[src/pkg/dma_ctrl_pkg.sv]
// Package with register map, field positions and reset values of the DMA global control
package dma_ctrl_pkg;
    localparam int          ADDR_W          = 12;           // APB address width used
    localparam logic [11:0] OFF_GLOBAL_CTRL = 12'h000;      // Control register offset
    localparam logic [11:0] OFF_XFER_CMD    = 12'h004;      // Transfer request register
    localparam logic [11:0] OFF_XFER_STAT   = 12'h008;      // Transfer progress register
    localparam int          BIT_ENABLE      = 15;           // Global enable position
    localparam int          BIT_SUSPEND     = 12;           // Suspend position
    localparam int          BIT_ACTIVE      = 11;           // Activity flag position
    localparam logic [31:0] CTRL_RESET      = 32'h0000_0000; // Control reset value
    localparam logic [15:0] COUNT_RESET     = 16'h0000;     // Run length register reset value
    localparam int          COUNT_W         = 16;           // Word counter width
endpackage

[src/hdl/dma_word_mover.sv]
// Word transfer engine that moves a counted run of words and can be paused
`timescale 1ns/10ps
module dma_word_mover
    import dma_ctrl_pkg::*;
#(
    parameter int CNT_W = dma_ctrl_pkg::COUNT_W     // Width of the word counter
)
(
    input  wire logic             pclk,            // Peripheral bus clock
    input  wire logic             presetn,         // Asynchronous reset, active low
    input  wire logic             enable,          // Module enabled
    input  wire logic             suspend,         // Pause all movement
    input  wire logic             start,           // Pulse: begin a run
    input  wire logic [CNT_W-1:0] length,          // Words in the run
    input  wire logic             bus_grant,       // Data bus granted for this cycle
    output logic                  bus_req,         // Request for the data bus
    output logic                  in_progress,     // A run is loaded
    output logic [CNT_W-1:0]      remaining        // Words still to move
);
    // Run state
    typedef enum logic [0:0] {
        MV_IDLE = 1'b0,     // Nothing to move
        MV_RUN  = 1'b1      // Run loaded
    } mover_state_t;

    mover_state_t     state_r;        // Current state
    logic [CNT_W-1:0] remaining_r;    // Words left, kept across pauses

    // Bus request only while running and not paused
    assign bus_req     = (state_r == MV_RUN) && enable && !suspend;
    assign in_progress = (state_r == MV_RUN);
    assign remaining   = remaining_r;

    // Run sequencing and word counting
    always_ff @(posedge pclk or negedge presetn)
    begin
        if (!presetn)
        begin
            state_r     <= MV_IDLE;
            remaining_r <= '0;
        end
        else if (!enable)
        begin
            // Disable abandons the run
            state_r     <= MV_IDLE;
            remaining_r <= '0;
        end
        else
        begin
            case (state_r)
                MV_IDLE:
                begin
                    if (start && (length != '0))
                    begin
                        state_r     <= MV_RUN;
                        remaining_r <= length;
                    end
                end
                MV_RUN:
                begin
                    // One word per granted cycle, none while paused
                    if (bus_req && bus_grant)
                    begin
                        remaining_r <= remaining_r - 1'b1;
                        if (remaining_r == {{(CNT_W-1){1'b0}}, 1'b1})
                        begin
                            state_r <= MV_IDLE;
                        end
                    end
                end
                default:
                begin
                    state_r <= MV_IDLE;
                end
            endcase
        end
    end
endmodule

[src/hdl/dma_global_control.sv]
// DMA global control: APB register slave, enable, suspend and activity flag
// Operation
// - Enable bit 15 turns whole module on.
// - Suspend bit 12 halts all transfers.
// - Activity flag bit 11 shows module active.
// - Unimplemented control bits read as zero.
`timescale 1ns/10ps
module dma_global_control
    import dma_ctrl_pkg::*;
#(
    parameter int CNT_W = dma_ctrl_pkg::COUNT_W     // Word counter width
)
(
    input  wire logic                     pclk,       // Peripheral bus clock
    input  wire logic                     presetn,    // Asynchronous reset, active low
    input  wire logic                     psel,       // APB select
    input  wire logic                     penable,    // APB access phase
    input  wire logic                     pwrite,     // APB write
    input  wire logic [dma_ctrl_pkg::ADDR_W-1:0] paddr, // APB byte address
    input  wire logic [31:0]              pwdata,     // APB write data
    input  wire logic [3:0]               pstrb,      // APB byte strobes
    output logic      [31:0]              prdata,     // APB read data
    output logic                          pready,     // APB ready
    output logic                          pslverr,    // APB error
    input  wire logic                     bus_grant,  // System data bus granted
    output logic                          bus_req,    // System data bus request
    output logic                          dma_enabled // Module enable level
);
    import dma_ctrl_pkg::*;

    // Register map, byte addresses in the package
    //   every register is one aligned 32-bit word
    //   control word: bit 15 enable, bit 12 suspend, bit 11 activity (read only)
    //   a control write without byte lane one is dropped whole
    //   run length: low CNT_W bits; a nonzero write while enabled, with no run loaded, starts a run
    //   words left: read only, counts down as words cross the data bus
    //   anything else: slave error, writes dropped, reads give zero
    // Hazard: disable drops a loaded run one cycle after enable_r falls, so words left then
    // reads zero rather than the point where the run stopped

    logic             enable_r;     // Global enable
    logic             suspend_r;    // Global suspend
    logic             start_r;      // One-cycle run start pulse
    logic [CNT_W-1:0] length_r;     // Length of the requested run
    logic             in_progress;  // Run loaded in the mover
    logic [CNT_W-1:0] remaining;    // Words still to move
    logic             active;       // Activity flag value
    logic             acc_phase;    // Access phase of a transfer
    logic             wr_en;        // Write takes effect this edge
    logic             rd_en;        // Read data taken this edge
    logic             rd_setup;     // Read setup cycle, read data loads
    logic             sel_ctrl;     // Address hits the control word
    logic             sel_cmd;      // Address hits the run length
    logic             sel_stat;     // Address hits the words left
    logic             addr_ok;      // Address maps to a register
    logic             ctrl_wr;      // Control write with its byte lane
    logic             cmd_wr;       // Run length write
    wire logic [31:0] ctrl_view;    // Control register as read
    logic [31:0]      rdata_nxt;    // Next read data

    // Zero-wait slave: every access completes in its first access cycle
    assign pready    = 1'b1;
    assign acc_phase = psel && penable;
    assign wr_en     = acc_phase && pwrite;
    assign rd_en     = acc_phase && !pwrite;
    assign rd_setup  = psel && !penable && !pwrite;

    // Address decode, one line per register
    assign sel_ctrl = (paddr == OFF_GLOBAL_CTRL);
    assign sel_cmd  = (paddr == OFF_XFER_CMD);
    assign sel_stat = (paddr == OFF_XFER_STAT);
    assign addr_ok  = sel_ctrl || sel_cmd || sel_stat;

    // Write qualifiers; control bits sit in byte lane one
    assign ctrl_wr = wr_en && sel_ctrl && pstrb[1];
    assign cmd_wr  = wr_en && sel_cmd;

    // Unmapped access answers with an error, nothing else changes
    assign pslverr = acc_phase && !addr_ok;

    // Enable level straight from its flip-flop
    assign dma_enabled = enable_r;

    // Activity flag: high while enabled, or while a run is still loaded
    // A suspended run keeps the flag up, so software cannot mistake a
    // paused transfer for a finished one
    // Low only once disabled with nothing left in the mover
    assign active = enable_r || in_progress;

    // Control register image, one slot per bit; unused slots keep reset zero
    // One branch per field keeps a new field a one-branch change
    for (genvar b = 0; b < 32; b++)
    begin : g_ctrl_bit
        if (b == BIT_ENABLE)
        begin : g_enable
            // Enable reads back as written
            assign ctrl_view[b] = enable_r;
        end
        else if (b == BIT_SUSPEND)
        begin : g_suspend
            // Suspend reads back as written
            assign ctrl_view[b] = suspend_r;
        end
        else if (b == BIT_ACTIVE)
        begin : g_active
            // Activity flag, read only
            assign ctrl_view[b] = active;
        end
        else
        begin : g_unused
            // Unimplemented, reads as zero
            assign ctrl_view[b] = CTRL_RESET[b];
        end
    end

    // Read data selection from the address decode
    // Registered one step later, in the setup cycle
    always_comb
    begin
        if (sel_ctrl)
        begin
            rdata_nxt = ctrl_view;
        end
        else if (sel_cmd)
        begin
            rdata_nxt = {{(32-CNT_W){1'b0}}, length_r};         // Run length
        end
        else if (sel_stat)
        begin
            rdata_nxt = {{(32-CNT_W){1'b0}}, remaining};        // Words left
        end
        else
        begin
            rdata_nxt = 32'h0000_0000;                          // Unmapped
        end
    end

    // Read data register, loaded in setup so it is valid in access phase
    always_ff @(posedge pclk or negedge presetn)
    begin
        if (!presetn)
        begin
            prdata <= 32'h0000_0000;
        end
        else if (rd_setup)
        begin
            // Load in setup, so the word stands for the whole access phase
            prdata <= rdata_nxt;
        end
        else if (rd_en)
        begin
            // Held through the access edge
            prdata <= prdata;
        end
    end

    // Enable and suspend bits, byte lane one carries them
    // Clearing enable also drops any loaded run in the mover
    always_ff @(posedge pclk or negedge presetn)
    begin
        if (!presetn)
        begin
            // Off, and not suspended, after reset
            enable_r  <= CTRL_RESET[BIT_ENABLE];
            suspend_r <= CTRL_RESET[BIT_SUSPEND];
        end
        else if (ctrl_wr)
        begin
            enable_r  <= pwdata[BIT_ENABLE];
            suspend_r <= pwdata[BIT_SUSPEND];
        end
    end

    // Run length register, kept for read back even while disabled
    always_ff @(posedge pclk or negedge presetn)
    begin
        if (!presetn)
        begin
            length_r <= COUNT_RESET;
        end
        else if (cmd_wr)
        begin
            length_r <= pwdata[CNT_W-1:0];
        end
    end

    // Start pulse: a nonzero length write while enabled, with no run loaded, starts a run
    // A write while disabled only stores the length
    always_ff @(posedge pclk or negedge presetn)
    begin
        if (!presetn)
        begin
            start_r <= 1'b0;
        end
        else
        begin
            start_r <= cmd_wr && enable_r;
        end
    end

    // Word engine
    //   start pulse loads a run of length_r words
    //   one word per cycle with bus_req and bus_grant both high
    //   suspend drops bus_req but keeps the run and its count
    //   disable drops the run one cycle after enable_r falls; a read right after a
    // disable can therefore still find the run half done
    dma_word_mover #(
        .CNT_W       (CNT_W)
    ) u_mover (
        .pclk        (pclk),
        .presetn     (presetn),
        .enable      (enable_r),
        .suspend     (suspend_r),
        .start       (start_r),
        .length      (length_r),
        .bus_grant   (bus_grant),
        .bus_req     (bus_req),
        .in_progress (in_progress),
        .remaining   (remaining)
    );
endmodule

[config.mk]
export PLATFORM = sky130hd
export DESIGN_NAME = dma_global_control
export DESIGN_NICKNAME = d
export VERILOG_FILES = /design/src/pkg/dma_ctrl_pkg.sv /design/src/hdl/dma_word_mover.sv /design/src/hdl/dma_global_control.sv
export SDC_FILE = /design/constraint.sdc
export NUM_CORES = 1
export LEC_CHECK = 0
export BUFFER_PORTS_ARGS = -buffer_cell sky130_fd_sc_hd__buf_2
export CAP_MARGIN = 20
export CELL_PAD_IN_SITES_DETAIL_PLACEMENT = 1
export CELL_PAD_IN_SITES_GLOBAL_PLACEMENT = 1
export CORE_ASPECT_RATIO = 0.8
export CORE_MARGIN = 2
export CORE_UTILIZATION = 39
export DETAILED_ROUTE_END_ITERATION = 10
export PLACE_DENSITY = 0.89
export RECOVER_POWER = 25
export SETUP_SLACK_MARGIN = 0.2
export SKIP_LAST_GASP = 1
export SLEW_MARGIN = 20
export SYNTH_ARGS = -nofsm -noshare
export SYNTH_HDL_FRONTEND = slang
export SYNTH_SLANG_ARGS = --single-unit
[constraint.sdc]
create_clock -name pclk -period 2.4 [get_ports pclk]
set_input_delay 0.12 -clock pclk [delete_from_list [all_inputs] [get_ports pclk]]
set_output_delay 0.12 -clock pclk [all_outputs]
set_load 0.03 [all_outputs]
==> metrics.csv, run 1 <==
stage,metric,value,unit
cts,clock_path_buffers,2,
critical_path,critPathSlowestCell,dfrtp_1,
cts,clock-sinks,52,
placed_design,portBuffers,53,
cts,clkTransAtPathRegs,0.10,ns
critical_path,arrival,2.34,ns
timing,maxSlewViolCount,0,
worst_hold_path,hp-start,pwdata[6],
power,irDropWorstVdd,0.307,mV
final_layout,regArea,1300,um^2
grt,grt_max_degree,49,
detailed_routing,first_pass_iters,4,
placed_design,hpwlAfterDp,6.21,mm
synthesis,muxShareOfSynthArea,9.13,%
timing,finalHoldViolCount,0,
synthesis,synth_top_family_by_area,compound AO/OA/AOI/OAI gates,
cts,root_buffer,clkbuf_8,
power,powerDensity,681,nW/um^2
critical_path,critPathCapture,u_mover.remaining[12]$_DFFE_PN0P_,
timing,fin_crit_sh,88.6,%
critical_path,max_stage_delay,0.46,ns
synthesis,yosysWarnings,0,
synthesis,ys_seq_elements,52,
timing,rsz0062_at_grt,yes,
worst_hold_path,hold_path.class,in2reg,
die,die_h,81.7,um
synthesis,ys_seq_area_share,44.2,%
die,rows,28,
placed_design,dp_cells,430,
critical_path,path_cells,inv_1 > ha_1 > nor3b_2 > nand3_2 > nor3_1 > o21ai_0 > a221o_1,
timing,tns,0,ns
synthesis,async_flop_share,100,%
timing,final-setup-viol-count,0,
cts,numCtsBuffers,5,
critical_path,timing.rr.start,u_mover.remaining[1]$_DFFE_PN0P_,
synthesis,synth-simple-area-share,18.5,%
critical_path,path_depth,7,
power,total_power,0.00230,W
detailed_routing,viasPerCell,5.78,
cts,htreeDepth,2,
outcome,run_status,"complete, no violations",
synthesis,synth_area,2950,um^2
die,dieArea,8270,um^2
grt,overflow,0,
critical_path,rr_worst_depth,7,
critical_path,r2r_setup_slack,0.27,ns
detailed_routing,postRouteAntennaNets,0,
final_layout,area_growth,14.6,%
synthesis,synth_xor_area_share,0,%
detailed_routing,drtIter0Drc,185,
cts,postCtsSetupRepairBufs,0,
grt,grt_pass1_vias,2545,
synthesis,syn_area_per_cell,9.95,um^2
detailed_routing,post_drt_wl_per_cell,19.2,um
detailed_routing,drc,0,
final_layout,multi_input_area,1490,um^2
timing,skew,0.00786,ns
synthesis,synth_adder_area_share,0.849,%
critical_path,r2r-end,u_mover.remaining[12]$_DFFE_PN0P_,
timing,holdWs,0.0292,ns
die,fp.coreArea,7360,um^2
final_layout,final_layout_size_suffix_gt1_share,28.1,%
critical_path,critPathLaunch,u_mover.remaining[1]$_DFFE_PN0P_,
critical_path,path_buf_inv,1,
synthesis,ys.flop_type,dfrtp_1,
die,die_w,101,um
timing,finalCriticalPeriod,2.13,ns
final_layout,finalNetCount,404,
detailed_routing,num_vias,2539,
synthesis,synth_edf_count,0,
timing,worst_pin_slew,1.19,ns
cts,worstSkewPairLatency,0.31,ns
detailed_routing,wl,8.43,mm
synthesis,synth_cells,296,
timing,fmax,0.470,GHz
final_layout,antenna_cells,0,
critical_path,path_delay_family,simple AND/OR/NAND/NOR gates,
placed_design,gp_congestion,0.895,
critical_path,worstSetupPathType,reg2reg,
flow_run,maxCapViolCount,0,
final_layout,instances_no_fill,439,
synthesis,synth-compound-area-share,19.2,%
die,pin_count,90,
cts,cts_tree,built,
critical_path,cp_max_fo,5,
synthesis,ys_types,50,
grt,grt_usage,21.1,%
grt,antenna_found_initial,0,
grt,grt_pass1_wl,13.3,mm
critical_path,worstSetupEndpointType,flop,
die,initial_core_util,40.1,%
power,total_leakage_power,1.53,nW
critical_path,critPathRequiredTime,2.61,ns
final_layout,nFillCells,851,
timing,relSlewSlack,20.3,%
critical_path,crit_path_start_kind,flop,
[synth_stat cells, types with 2 or more instances]
cell type / count / area (um^2)
a211oi_1: 2 / 15.0
a21oi_1: 13 / 65.1
a221o_1: 2 / 20.0
a22oi_1: 14 / 105
a31oi_1: 5 / 31.3
buf_2: 6 / 30.0
buf_4: 17 / 128
clkbuf_1: 7 / 26.3
conb_1: 2 / 7.51
dfrtp_1: 52 / 1300
ha_1: 2 / 25.0
inv_1: 7 / 26.3
mux2_2: 7 / 78.8
mux2_4: 10 / 150
mux2i_1: 4 / 40.0
nand2_1: 29 / 109
nand3_1: 5 / 25.0
nand4_1: 4 / 25.0
nor2_1: 20 / 75.1
nor2b_1: 4 / 25.0
nor3_1: 9 / 45.0
nor3_4: 2 / 32.5
nor4_1: 4 / 25.0
nor4_2: 5 / 62.6
nor4_4: 2 / 42.5
o21ai_0: 22 / 110
o31ai_1: 17 / 128
[worst min path at each step]
stage | cells after the start | endpoint | slack (ns)
finish | 2 | length_r[6]$_DFFE_PN0N_ | 0.03
global route | 2 | length_r[11]$_DFFE_PN0N_ | 0.02
CTS | 2 | length_r[6]$_DFFE_PN0N_ | 0.03
detailed placement | 1 | prdata[12]$_DFFE_PN0P_ | -0.05
global placement | 1 | prdata[14]$_DFFE_PN0P_ | -0.06
floorplan | 0 | dma_enabled$_DFFE_PN0P_ | -0.18
[where the power goes]
group | internal, W | switching, W | leakage (nW) | total [W]
clock network | 0.000235 | 0.000305 | 0.0445 | 0.000541
registers | 0.000984 | 0.000226 | 0.686 | 0.00121
logic | 0.000217 | 0.000332 | 0.805 | 0.000549
[cells in the final DEF (no fill, tap or decap), drive strengths merged, types with 2 or more instances in the layout]
master,count
buf,59
dfrtp,52
nand2,29
o21ai,23
nor2,20
o31ai,17
conb,17
mux2,17
a22oi,14
a21oi,13
nor3,11
nor4,11
clkbuf,9
inv,7
a31oi,5
nand3,5
nand4,4
nor2b,4
mux2i,4
a211oi,2
a221o,2
ha,2
a41oi,2
o311ai,2
or4,2
[area by class of cell]
cell class	count	area share, %
clock buffers	7	2.56
multi-input cells	219	44.3
flip-flops and latches	52	38.5
repair buffers	62	10.2
well taps	90	3.34
clock inverters	1	0.222
inverters	8	0.890
[through the flow]
step | utilization [%] | setup WS (ns) | cell area (um^2)
detailed placement | 44.4 | 0.254 | 3260
global route | 45.9 | 0.175 | 3380
floorplan | - | 0.681 | 3000
finish | 45.9 | 0.273 | 3380
global placement | 44.4 | 0.433 | 3260
CTS | 45.8 | 0.248 | 3370
[cells by family (layout without fill, tap and decap cells)]
family / after synthesis / count (layout)
adder cells (fa/ha/maj): 2 / 2
multiplexers: 21 / 21
flip-flops: 52 / 52
other: 2 / 17
buffers and inverters: 40 / 78
AO/OA/AOI/OAI: 85 / 85
AND/OR/NAND/NOR: 94 / 94
[registers in the layout, summed over array words and instances (netlist names)]
register             flops
prdata                  16
suspend_r                1
start_r                  1
u_mover.remaining       16
length_r                16
dma_enabled              1
u_mover.in_progress      1
[repair_timing]
action                                  in CTS  in global routing
hold endpoints to repair                    52                  0
hold buffers                                 1                  0
endpoints found under the setup margin       0                  6
gates resized for setup                      0                  4
[layer usage]
layer  wire (um)  up-vias  part of all wire (%)  global-route usage, %
met2        3910      100                    46                   34.1
met3         552       12                   6.5                   3.74
li1            -     1167                     -                      -
met5           0        -                     0                      0
met4         104        0                   1.2                   6.08
met1        3860     1260                    46                   29.1
Note: power is estimated with default switching activity, not from simulation.
==> run 2, diff against run 1 <==
--- a/config.mk
+++ b/config.mk
@@ -5,18 +5,18 @@
 export SDC_FILE = /design/constraint.sdc
 export NUM_CORES = 1
 export LEC_CHECK = 0
+export ABC_AREA = 1
 export BUFFER_PORTS_ARGS = -buffer_cell sky130_fd_sc_hd__buf_2
-export CAP_MARGIN = 20
+export CAP_MARGIN = 40
 export CELL_PAD_IN_SITES_DETAIL_PLACEMENT = 1
 export CELL_PAD_IN_SITES_GLOBAL_PLACEMENT = 1
 export CORE_ASPECT_RATIO = 0.8
 export CORE_MARGIN = 2
-export CORE_UTILIZATION = 39
+export CORE_UTILIZATION = 37
 export DETAILED_ROUTE_END_ITERATION = 10
-export PLACE_DENSITY = 0.89
+export PLACE_DENSITY = 0.9
 export RECOVER_POWER = 25
 export SETUP_SLACK_MARGIN = 0.2
-export SKIP_LAST_GASP = 1
 export SLEW_MARGIN = 20
 export SYNTH_ARGS = -nofsm -noshare
 export SYNTH_HDL_FRONTEND = slang
==> metrics.csv, run 2 <==
stage,metric,value,unit,change
outcome,run_status,"complete, no violations",,
die,dieArea,9520,um^2,+15%
power,powerDensity,904,nW/um^2,+33%
grt,grt_pass1_vias,3378,,+33%
die,initial_core_util,38.2,%,-1.9 points
flow_run,maxCapViolCount,0,,unchanged
timing,worst_pin_slew,1.06,ns,-0.134 ns
synthesis,yosys-top-cells-area,"dfrtp_1, nand2_1, nand3_1",,
timing,finalHoldViolCount,0,,unchanged
synthesis,synth_top_area_share,40.2,%,-4.0 points
cts,root_buffer,clkbuf_8,,
detailed_routing,drtIter0Drc,117,,-37%
placed_design,gp_congestion,0.898,,+0.28%
power,total_power,0.00329,W,+43%
synthesis,yosysMostFrequentCell,nand2_1,,
critical_path,crit_path_start_kind,flop,,
synthesis,ys.flop_type,dfrtp_1,,
power,irDropWorstVdd,0.434,mV,+42%
critical_path,cp_max_fo,10,,+5
timing,skew,0.0153,ns,+0.00740 ns
placed_design,place_area,3500,um^2,+7.1%
final_layout,stdcell_area,3640,um^2,+7.7%
timing,setup_slack,0.450,ns,+0.177 ns
detailed_routing,first_pass_iters,4,,unchanged
cts,clock_path_buffers,2,,unchanged
grt,grt_usage,21.9,%,+0.83 points
cts,numCtsBuffers,5,,unchanged
die,die_w,109,um,+7.3%
timing,maxSlewViolCount,0,,unchanged
timing,relSlewSlack,29.2,%,+8.9 points
final_layout,area_growth,12.3,%,
critical_path,worstSetupPathType,reg2reg,,
placed_design,preCtsSetupSlack,0.538,ns,+0.285 ns
critical_path,arrival,2.17,ns,-0.17 ns
grt,overflow,0,,unchanged
final_layout,nFillCells,1153,,+35%
placed_design,hpwlAfterDp,7.57,mm,+22%
detailed_routing,postRouteAntennaNets,0,,unchanged
timing,final-setup-viol-count,0,,unchanged
synthesis,ys_types,26,,-48%
timing,fin_crit_sh,81.3,%,-7.4 points
synthesis,synth_cells,473,,+60%
die,pin_count,90,,unchanged
final_layout,final_layout_size_suffix_gt1_share,12.2,%,-16 points
synthesis,synth_edf_count,0,,unchanged
cts,clkTransAtPathRegs,0.11,ns,about the same
grt,grt_pass1_wl,16.2,mm,+22%
synthesis,yosysTopAreaCell,dfrtp_1,,
synthesis,ys_seq_area_share,40.2,%,-4.0 points
placed_design,portBuffers,53,,unchanged
final_layout,finalNetCount,579,,+43%
final_layout,utilization,42.9,%,-3.0 points
die,rows,30,,+7.1%
final_layout,final_common_cell,nand2_1,,
final_layout,layout_common_cells,"nand2_1, dfrtp_1, nor2_1",,
die,die_h,87.7,um,+7.3%
cts,postCtsSetupRepairBufs,0,,unchanged
final_layout,antenna_cells,0,,unchanged
synthesis,ys_seq_elements,52,,unchanged
die,fp.coreArea,8480,um^2,+15%
critical_path,critPathRequiredTime,2.62,ns,about the same
detailed_routing,num_vias,3269,,+29%
cts,cts_resized,0,,unchanged
detailed_routing,viasPerCell,5.14,,-11%
power,total_leakage_power,2.07,nW,+35%
cts,hold_buffers,2,,+1
cts,clock-sinks,52,,unchanged
timing,rsz0062_at_grt,no,,
cts,htreeDepth,2,,unchanged
critical_path,worstSetupEndpointType,flop,,
timing,fmax,0.513,GHz,+9.1%
synthesis,synthTopCellsByCount,"nand2_1, dfrtp_1, nor2_1",,
synthesis,yosysWarnings,0,,unchanged
cts,cts_tree,built,,
detailed_routing,post_drt_wl_per_cell,15.7,um,-18%
detailed_routing,wl,9.96,mm,+18%
synthesis,synth_area,3240,um^2,+9.9%
grt,grt_max_degree,37,,-24%
synthesis,async_flop_share,100,%,unchanged
timing,tns,0,ns,unchanged
synthesis,syn_area_per_cell,6.85,um^2,-31%
cts,worstSkewPairLatency,0.32,ns,about the same
grt,antenna_found_initial,0,,unchanged
detailed_routing,drc,0,,unchanged
timing,finalCriticalPeriod,1.95,ns,-0.177 ns
worst_hold_path,hold_path.class,in2reg,,
==> run 2: cell types whose count changed in the layout (fill, tap and decap cells not counted), moves of 12 or more <==
| cell | change |
|---|---|
| nand3_1 | +40 |
| inv_1 | +36 |
| o21ai_0 | +13 |
| o31ai_1 | -17 |
| nor2_1 | +30 |
| buf_2 | -12 |
| nand2_1 | +142 |
| a22oi_1 | -12 |
==> run 2: power breakdown <==
part / switching [W] / leakage, nW / total (W) / internal [W]
Clock: 0.000321 / 0.0687 / 0.000741 / 0.000420
Sequential: 0.000213 / 0.665 / 0.00121 / 0.000993
Combinational: 0.000902 / 1.34 / 0.00134 / 0.000437
==> run 2: layout make-up <==
cell class	instances	area [um^2]	area share, %
inverter	43	161	4.44
clock buffer	5	68.8	1.89
clock inverter	3	68.8	1.89
multi-input combinational	362	1600	43.9
sequential	52	1300	35.8
timing repair buffer	59	299	8.22
tap	112	140	3.85
==> run 2: through the flow <==
step,hold WS [ns],cells
2_1_floorplan,-0.176,488
3_3_place_gp,0.0859,626
3_5_place_dp,0.0920,626
4_1_cts,0.00156,636
5_1_grt,0.0190,636
6_report,0.00251,636
==> run 2: path summary, 6_finish.rpt <==
path	from	endpoint	slack (ns)	depth (start not counted)
max	u_mover.remaining[0]$_DFFE_PN0P_	u_mover.remaining[14]$_DFFE_PN0P_	0.45	9
min	pwdata[9]	length_r[9]$_DFFE_PN0N_	0.003	3
max reg2reg	u_mover.remaining[0]$_DFFE_PN0P_	u_mover.remaining[14]$_DFFE_PN0P_	0.45	9
min reg2reg	prdata[9]$_DFFE_PN0P_	prdata[9]$_DFFE_PN0P_	0.50	2
max in group asynchronous	presetn	u_mover.remaining[15]$_DFFE_PN0P_	0.84	3
min in group asynchronous	presetn	length_r[6]$_DFFE_PN0N_	0.51	2
==> run 2: cell families after synthesis <==
logic type / share of synthesized area [%]
and+or+nand+nor: 37.0
other: 0.232
adders and majority gates: 0.773
DFF: 40.2
buffers and inverters: 12.2
AOI/OAI and AO/OA: 9.62
==> run 2: critical path, stage by stage (launching register included) <==
cell	delay, ns
dfrtp_1	0.47
inv_1	0.16
ha_1	0.23
nand3_1	0.17
nor2_2	0.37
nand4_1	0.14
nand3_1	0.13
nand2_1	0.07
nand2_1	0.06
nand2_1	0.05
==> run 2: per-layer routing <==
metal / up-vias / GRT usage, % / part of all wire [%]
li1: 1556 / - / -
met1: 1589 / 27.7 / 42
met2: 103 / 39.0 / 50
met3: 21 / 3.50 / 6.2
met4: 0 / 6.06 / 1.8
met5: - / 0 / 0
==> run 3, diff against run 2 <==
--- a/config.mk
+++ b/config.mk
@@ -5,16 +5,16 @@
 export SDC_FILE = /design/constraint.sdc
 export NUM_CORES = 1
 export LEC_CHECK = 0
-export ABC_AREA = 1
+export ABC_AREA = 0
 export BUFFER_PORTS_ARGS = -buffer_cell sky130_fd_sc_hd__buf_2
 export CAP_MARGIN = 40
 export CELL_PAD_IN_SITES_DETAIL_PLACEMENT = 1
 export CELL_PAD_IN_SITES_GLOBAL_PLACEMENT = 1
 export CORE_ASPECT_RATIO = 0.8
 export CORE_MARGIN = 2
-export CORE_UTILIZATION = 37
+export CORE_UTILIZATION = 39
 export DETAILED_ROUTE_END_ITERATION = 10
-export PLACE_DENSITY = 0.9
+export PLACE_DENSITY = 0.89
 export RECOVER_POWER = 25
 export SETUP_SLACK_MARGIN = 0.2
 export SLEW_MARGIN = 20
==> constraint.sdc (replaced) <==
create_clock -name pclk -period 1.9 [get_ports pclk]
set_input_delay 0.095 -clock pclk [delete_from_list [all_inputs] [get_ports pclk]]
set_output_delay 0.095 -clock pclk [all_outputs]
set_load 0.03 [all_outputs]
==> metrics.csv, run 3 (synthesis gave the netlist of run 1 again) <==
stage,metric,value,unit,change
outcome,run_status,"finished, violations left",,
outcome,violations,"negative hold slack, negative setup slack",,
final_layout,final_common_cell,buf_4,,
power,irDropWorstVdd,0.354,mV,-19%
cts,htreeDepth,2,,unchanged
critical_path,r2r-end,u_mover.remaining[7]$_DFFE_PN0P_,,
cts,root_buffer,clkbuf_8,,
die,dieArea,8270,um^2,-13%
grt,antenna_found_initial,1,,+1
detailed_routing,post_drt_wl_per_cell,24.6,um,+57%
placed_design,hpwlAfterDp,6.96,mm,-8.1%
die,die_w,101,um,-6.8%
placed_design,portBuffers,53,,unchanged
critical_path,timing.rr.start,u_mover.remaining[1]$_DFFE_PN0P_,,
power,powerDensity,865,nW/um^2,-4.2%
grt,grt_pass1_vias,2994,,-11%
timing,holdWs,-0.00263,ns,-0.00513 ns
cts,clock_path_buffers,2,,unchanged
worst_hold_path,hold_path.class,in2reg,,
critical_path,arrival,2.16,ns,about the same
final_layout,final_layout_size_suffix_gt1_share,48.4,%,+36 points
grt,overflow,0,,unchanged
cts,cts_tree,built,,
power,total_power,0.00352,W,+7.2%
critical_path,r2r_setup_slack,-0.06,ns,-0.50 ns
final_layout,antenna_cells,0,,unchanged
grt,grt_usage,26.9,%,+5.0 points
detailed_routing,wl,12.2,mm,+22%
flow_run,maxCapViolCount,0,,unchanged
worst_hold_path,whs_endpoint,length_r[8]$_DFFE_PN0N_,,
power,pwr-share-clk,18.9,%,-3.6 points
timing,setup_slack,-0.0553,ns,-0.505 ns
die,pin_count,90,,unchanged
timing,worst_pin_slew,1.45,ns,+0.388 ns
final_layout,layout_common_cells,"buf_4, buf_2, dfrtp_1",,
detailed_routing,viasPerCell,6.12,,+19%
worst_hold_path,hp-start,pwdata[8],,
critical_path,worstSetupEndpointType,flop,,
timing,rsz0062_at_grt,yes,,
timing,finalCriticalPeriod,1.96,ns,+0.00483 ns
placed_design,place_area,3490,um^2,-0.25%
die,initial_core_util,40.1,%,+1.9 points
detailed_routing,drtIter0Drc,251,,+110%
cts,clkTransAtPathRegs,0.10,ns,about the same
cts,clock-sinks,52,,unchanged
final_layout,stdcell_area,4070,um^2,+12%
final_layout,finalNetCount,460,,-21%
timing,final-setup-viol-count,1,,+1
grt,grt_max_degree,33,,-11%
timing,skew,0.0104,ns,-0.00483 ns
power,p_int,0.00210,W,+14%
timing,fin_crit_sh,103,%,+22 points
power,p_switching,0.00142,W,-1.2%
die,rows,28,,-6.7%
die,die_h,81.7,um,-6.8%
cts,worstSkewPairLatency,0.32,ns,about the same
critical_path,critPathRequiredTime,2.11,ns,-0.51 ns
detailed_routing,first_pass_iters,5,,+1
power,p_comb_share,38.4,%,-2.3 points
power,seqPwrFrac,42.6,%,+5.9 points
timing,fmax,0.511,GHz,-0.25%
power,p_sw_share,40.3,%,-3.4 points
placed_design,gp_congestion,0.942,,+4.9%
grt,grt_pass1_wl,16.6,mm,+2.6%
detailed_routing,drc,0,,unchanged
final_layout,area_growth,38.1,%,
critical_path,rr_worst_depth,7,,-2
critical_path,cp_max_fo,4,,-6
timing,relSlewSlack,3.38,%,-26 points
cts,numCtsBuffers,5,,unchanged
worst_hold_path,hold_depth,2,,-1
timing,finalHoldViolCount,1,,+1
power,total_leakage_power,1.88,nW,-9.4%
timing,tns,-0.0553,ns,-0.0553 ns
final_layout,utilization,55.3,%,+12 points
critical_path,worstSetupPathType,reg2reg,,
placed_design,preCtsSetupSlack,-0.0536,ns,-0.592 ns
timing,maxSlewViolCount,0,,unchanged
detailed_routing,postRouteAntennaNets,0,,unchanged
die,fp.coreArea,7360,um^2,-13%
critical_path,crit_path_start_kind,flop,,
detailed_routing,num_vias,3028,,-7.4%
==> run 3: timing repair <==
action	in CTS	in global routing
endpoints found under the hold margin	24	1
hold buffers	2	1
cloned	1	0
gates resized for setup	48	41
buffers inserted	13	11
pin swaps	11	19
setup endpoints to repair	15	19
==> run 3: area by class of cell <==
| type | count | area, um^2 |
|---|---|---|
| Tap cell | 90 | 113 |
| Fill cell | 822 | 3290 |
| Sequential cell | 52 | 1320 |
| Inverter | 8 | 32.5 |
| Clock buffer | 6 | 72.6 |
| Clock inverter | 2 | 16.3 |
| Timing Repair Buffer | 118 | 817 |
| Multi-Input combinational cell | 219 | 1700 |
==> run 3: worst max-delay path by stage <==
| stage | startpoint | end | slack [ns] | cells past startpoint |
|---|---|---|---|---|
| after global routing | u_mover.remaining[1]$_DFFE_PN0P_ | u_mover.remaining[7]$_DFFE_PN0P_ | -0.07 | 7 |
| final | u_mover.remaining[1]$_DFFE_PN0P_ | u_mover.remaining[7]$_DFFE_PN0P_ | -0.06 | 7 |
| after detailed placement | length_r[11]$_DFFE_PN0N_ | u_mover.remaining[2]$_DFFE_PN0P_ | -0.05 | 5 |
| after global placement | length_r[11]$_DFFE_PN0N_ | u_mover.remaining[5]$_DFFE_PN0P_ | 0.04 | 5 |
| after CTS | u_mover.remaining[0]$_DFFE_PN0P_ | u_mover.remaining[14]$_DFFE_PN0P_ | 0.14 | 7 |
| after floorplan | u_mover.remaining[0]$_DFFE_PN0P_ | u_mover.remaining[14]$_DFFE_PN0P_ | 0.21 | 7 |
==> run 3: critical path: stages (launching register included) <==
cell     delay, ns
dfrtp_1       0.42
buf_6         0.13
or4_4         0.55
nor3_4        0.29
buf_4         0.17
a21oi_2       0.04
o21ai_1       0.15
o21ai_1       0.10
==> run 3: power groups by stage <==
| stage | combinational (W) | clock, W | sequential [W] |
|---|---|---|---|
| after floorplan | 0.000552 | 0 | 0.00143 |
| after global placement | 0.000770 | 0 | 0.00148 |
| after global routing | 0.00143 | 0.000709 | 0.00150 |
| after detailed placement | 0.000820 | 0 | 0.00149 |
| final | 0.00135 | 0.000666 | 0.00150 |
| after CTS | 0.00105 | 0.000661 | 0.00146 |
==> run 3: per-stage QoR <==
step | instances | hold slack (ns)
3_3_place_gp | 459 | 0.109
4_1_cts | 483 | 0.00113
6_report | 495 | -0.00263
3_5_place_dp | 459 | 0.129
5_1_grt | 495 | 0.00943
2_1_floorplan | 311 | -0.201
==> run 3: routing by layer <==
layer / vias up / part of all wire, % / global-route usage [%]
met4: 2 / 5.4 / 8.38
met5: - / 0.11 / 0
met1: 1511 / 40 / 33.2
li1: 1282 / - / -
met3: 50 / 7.5 / 7.74
met2: 183 / 47 / 45.9
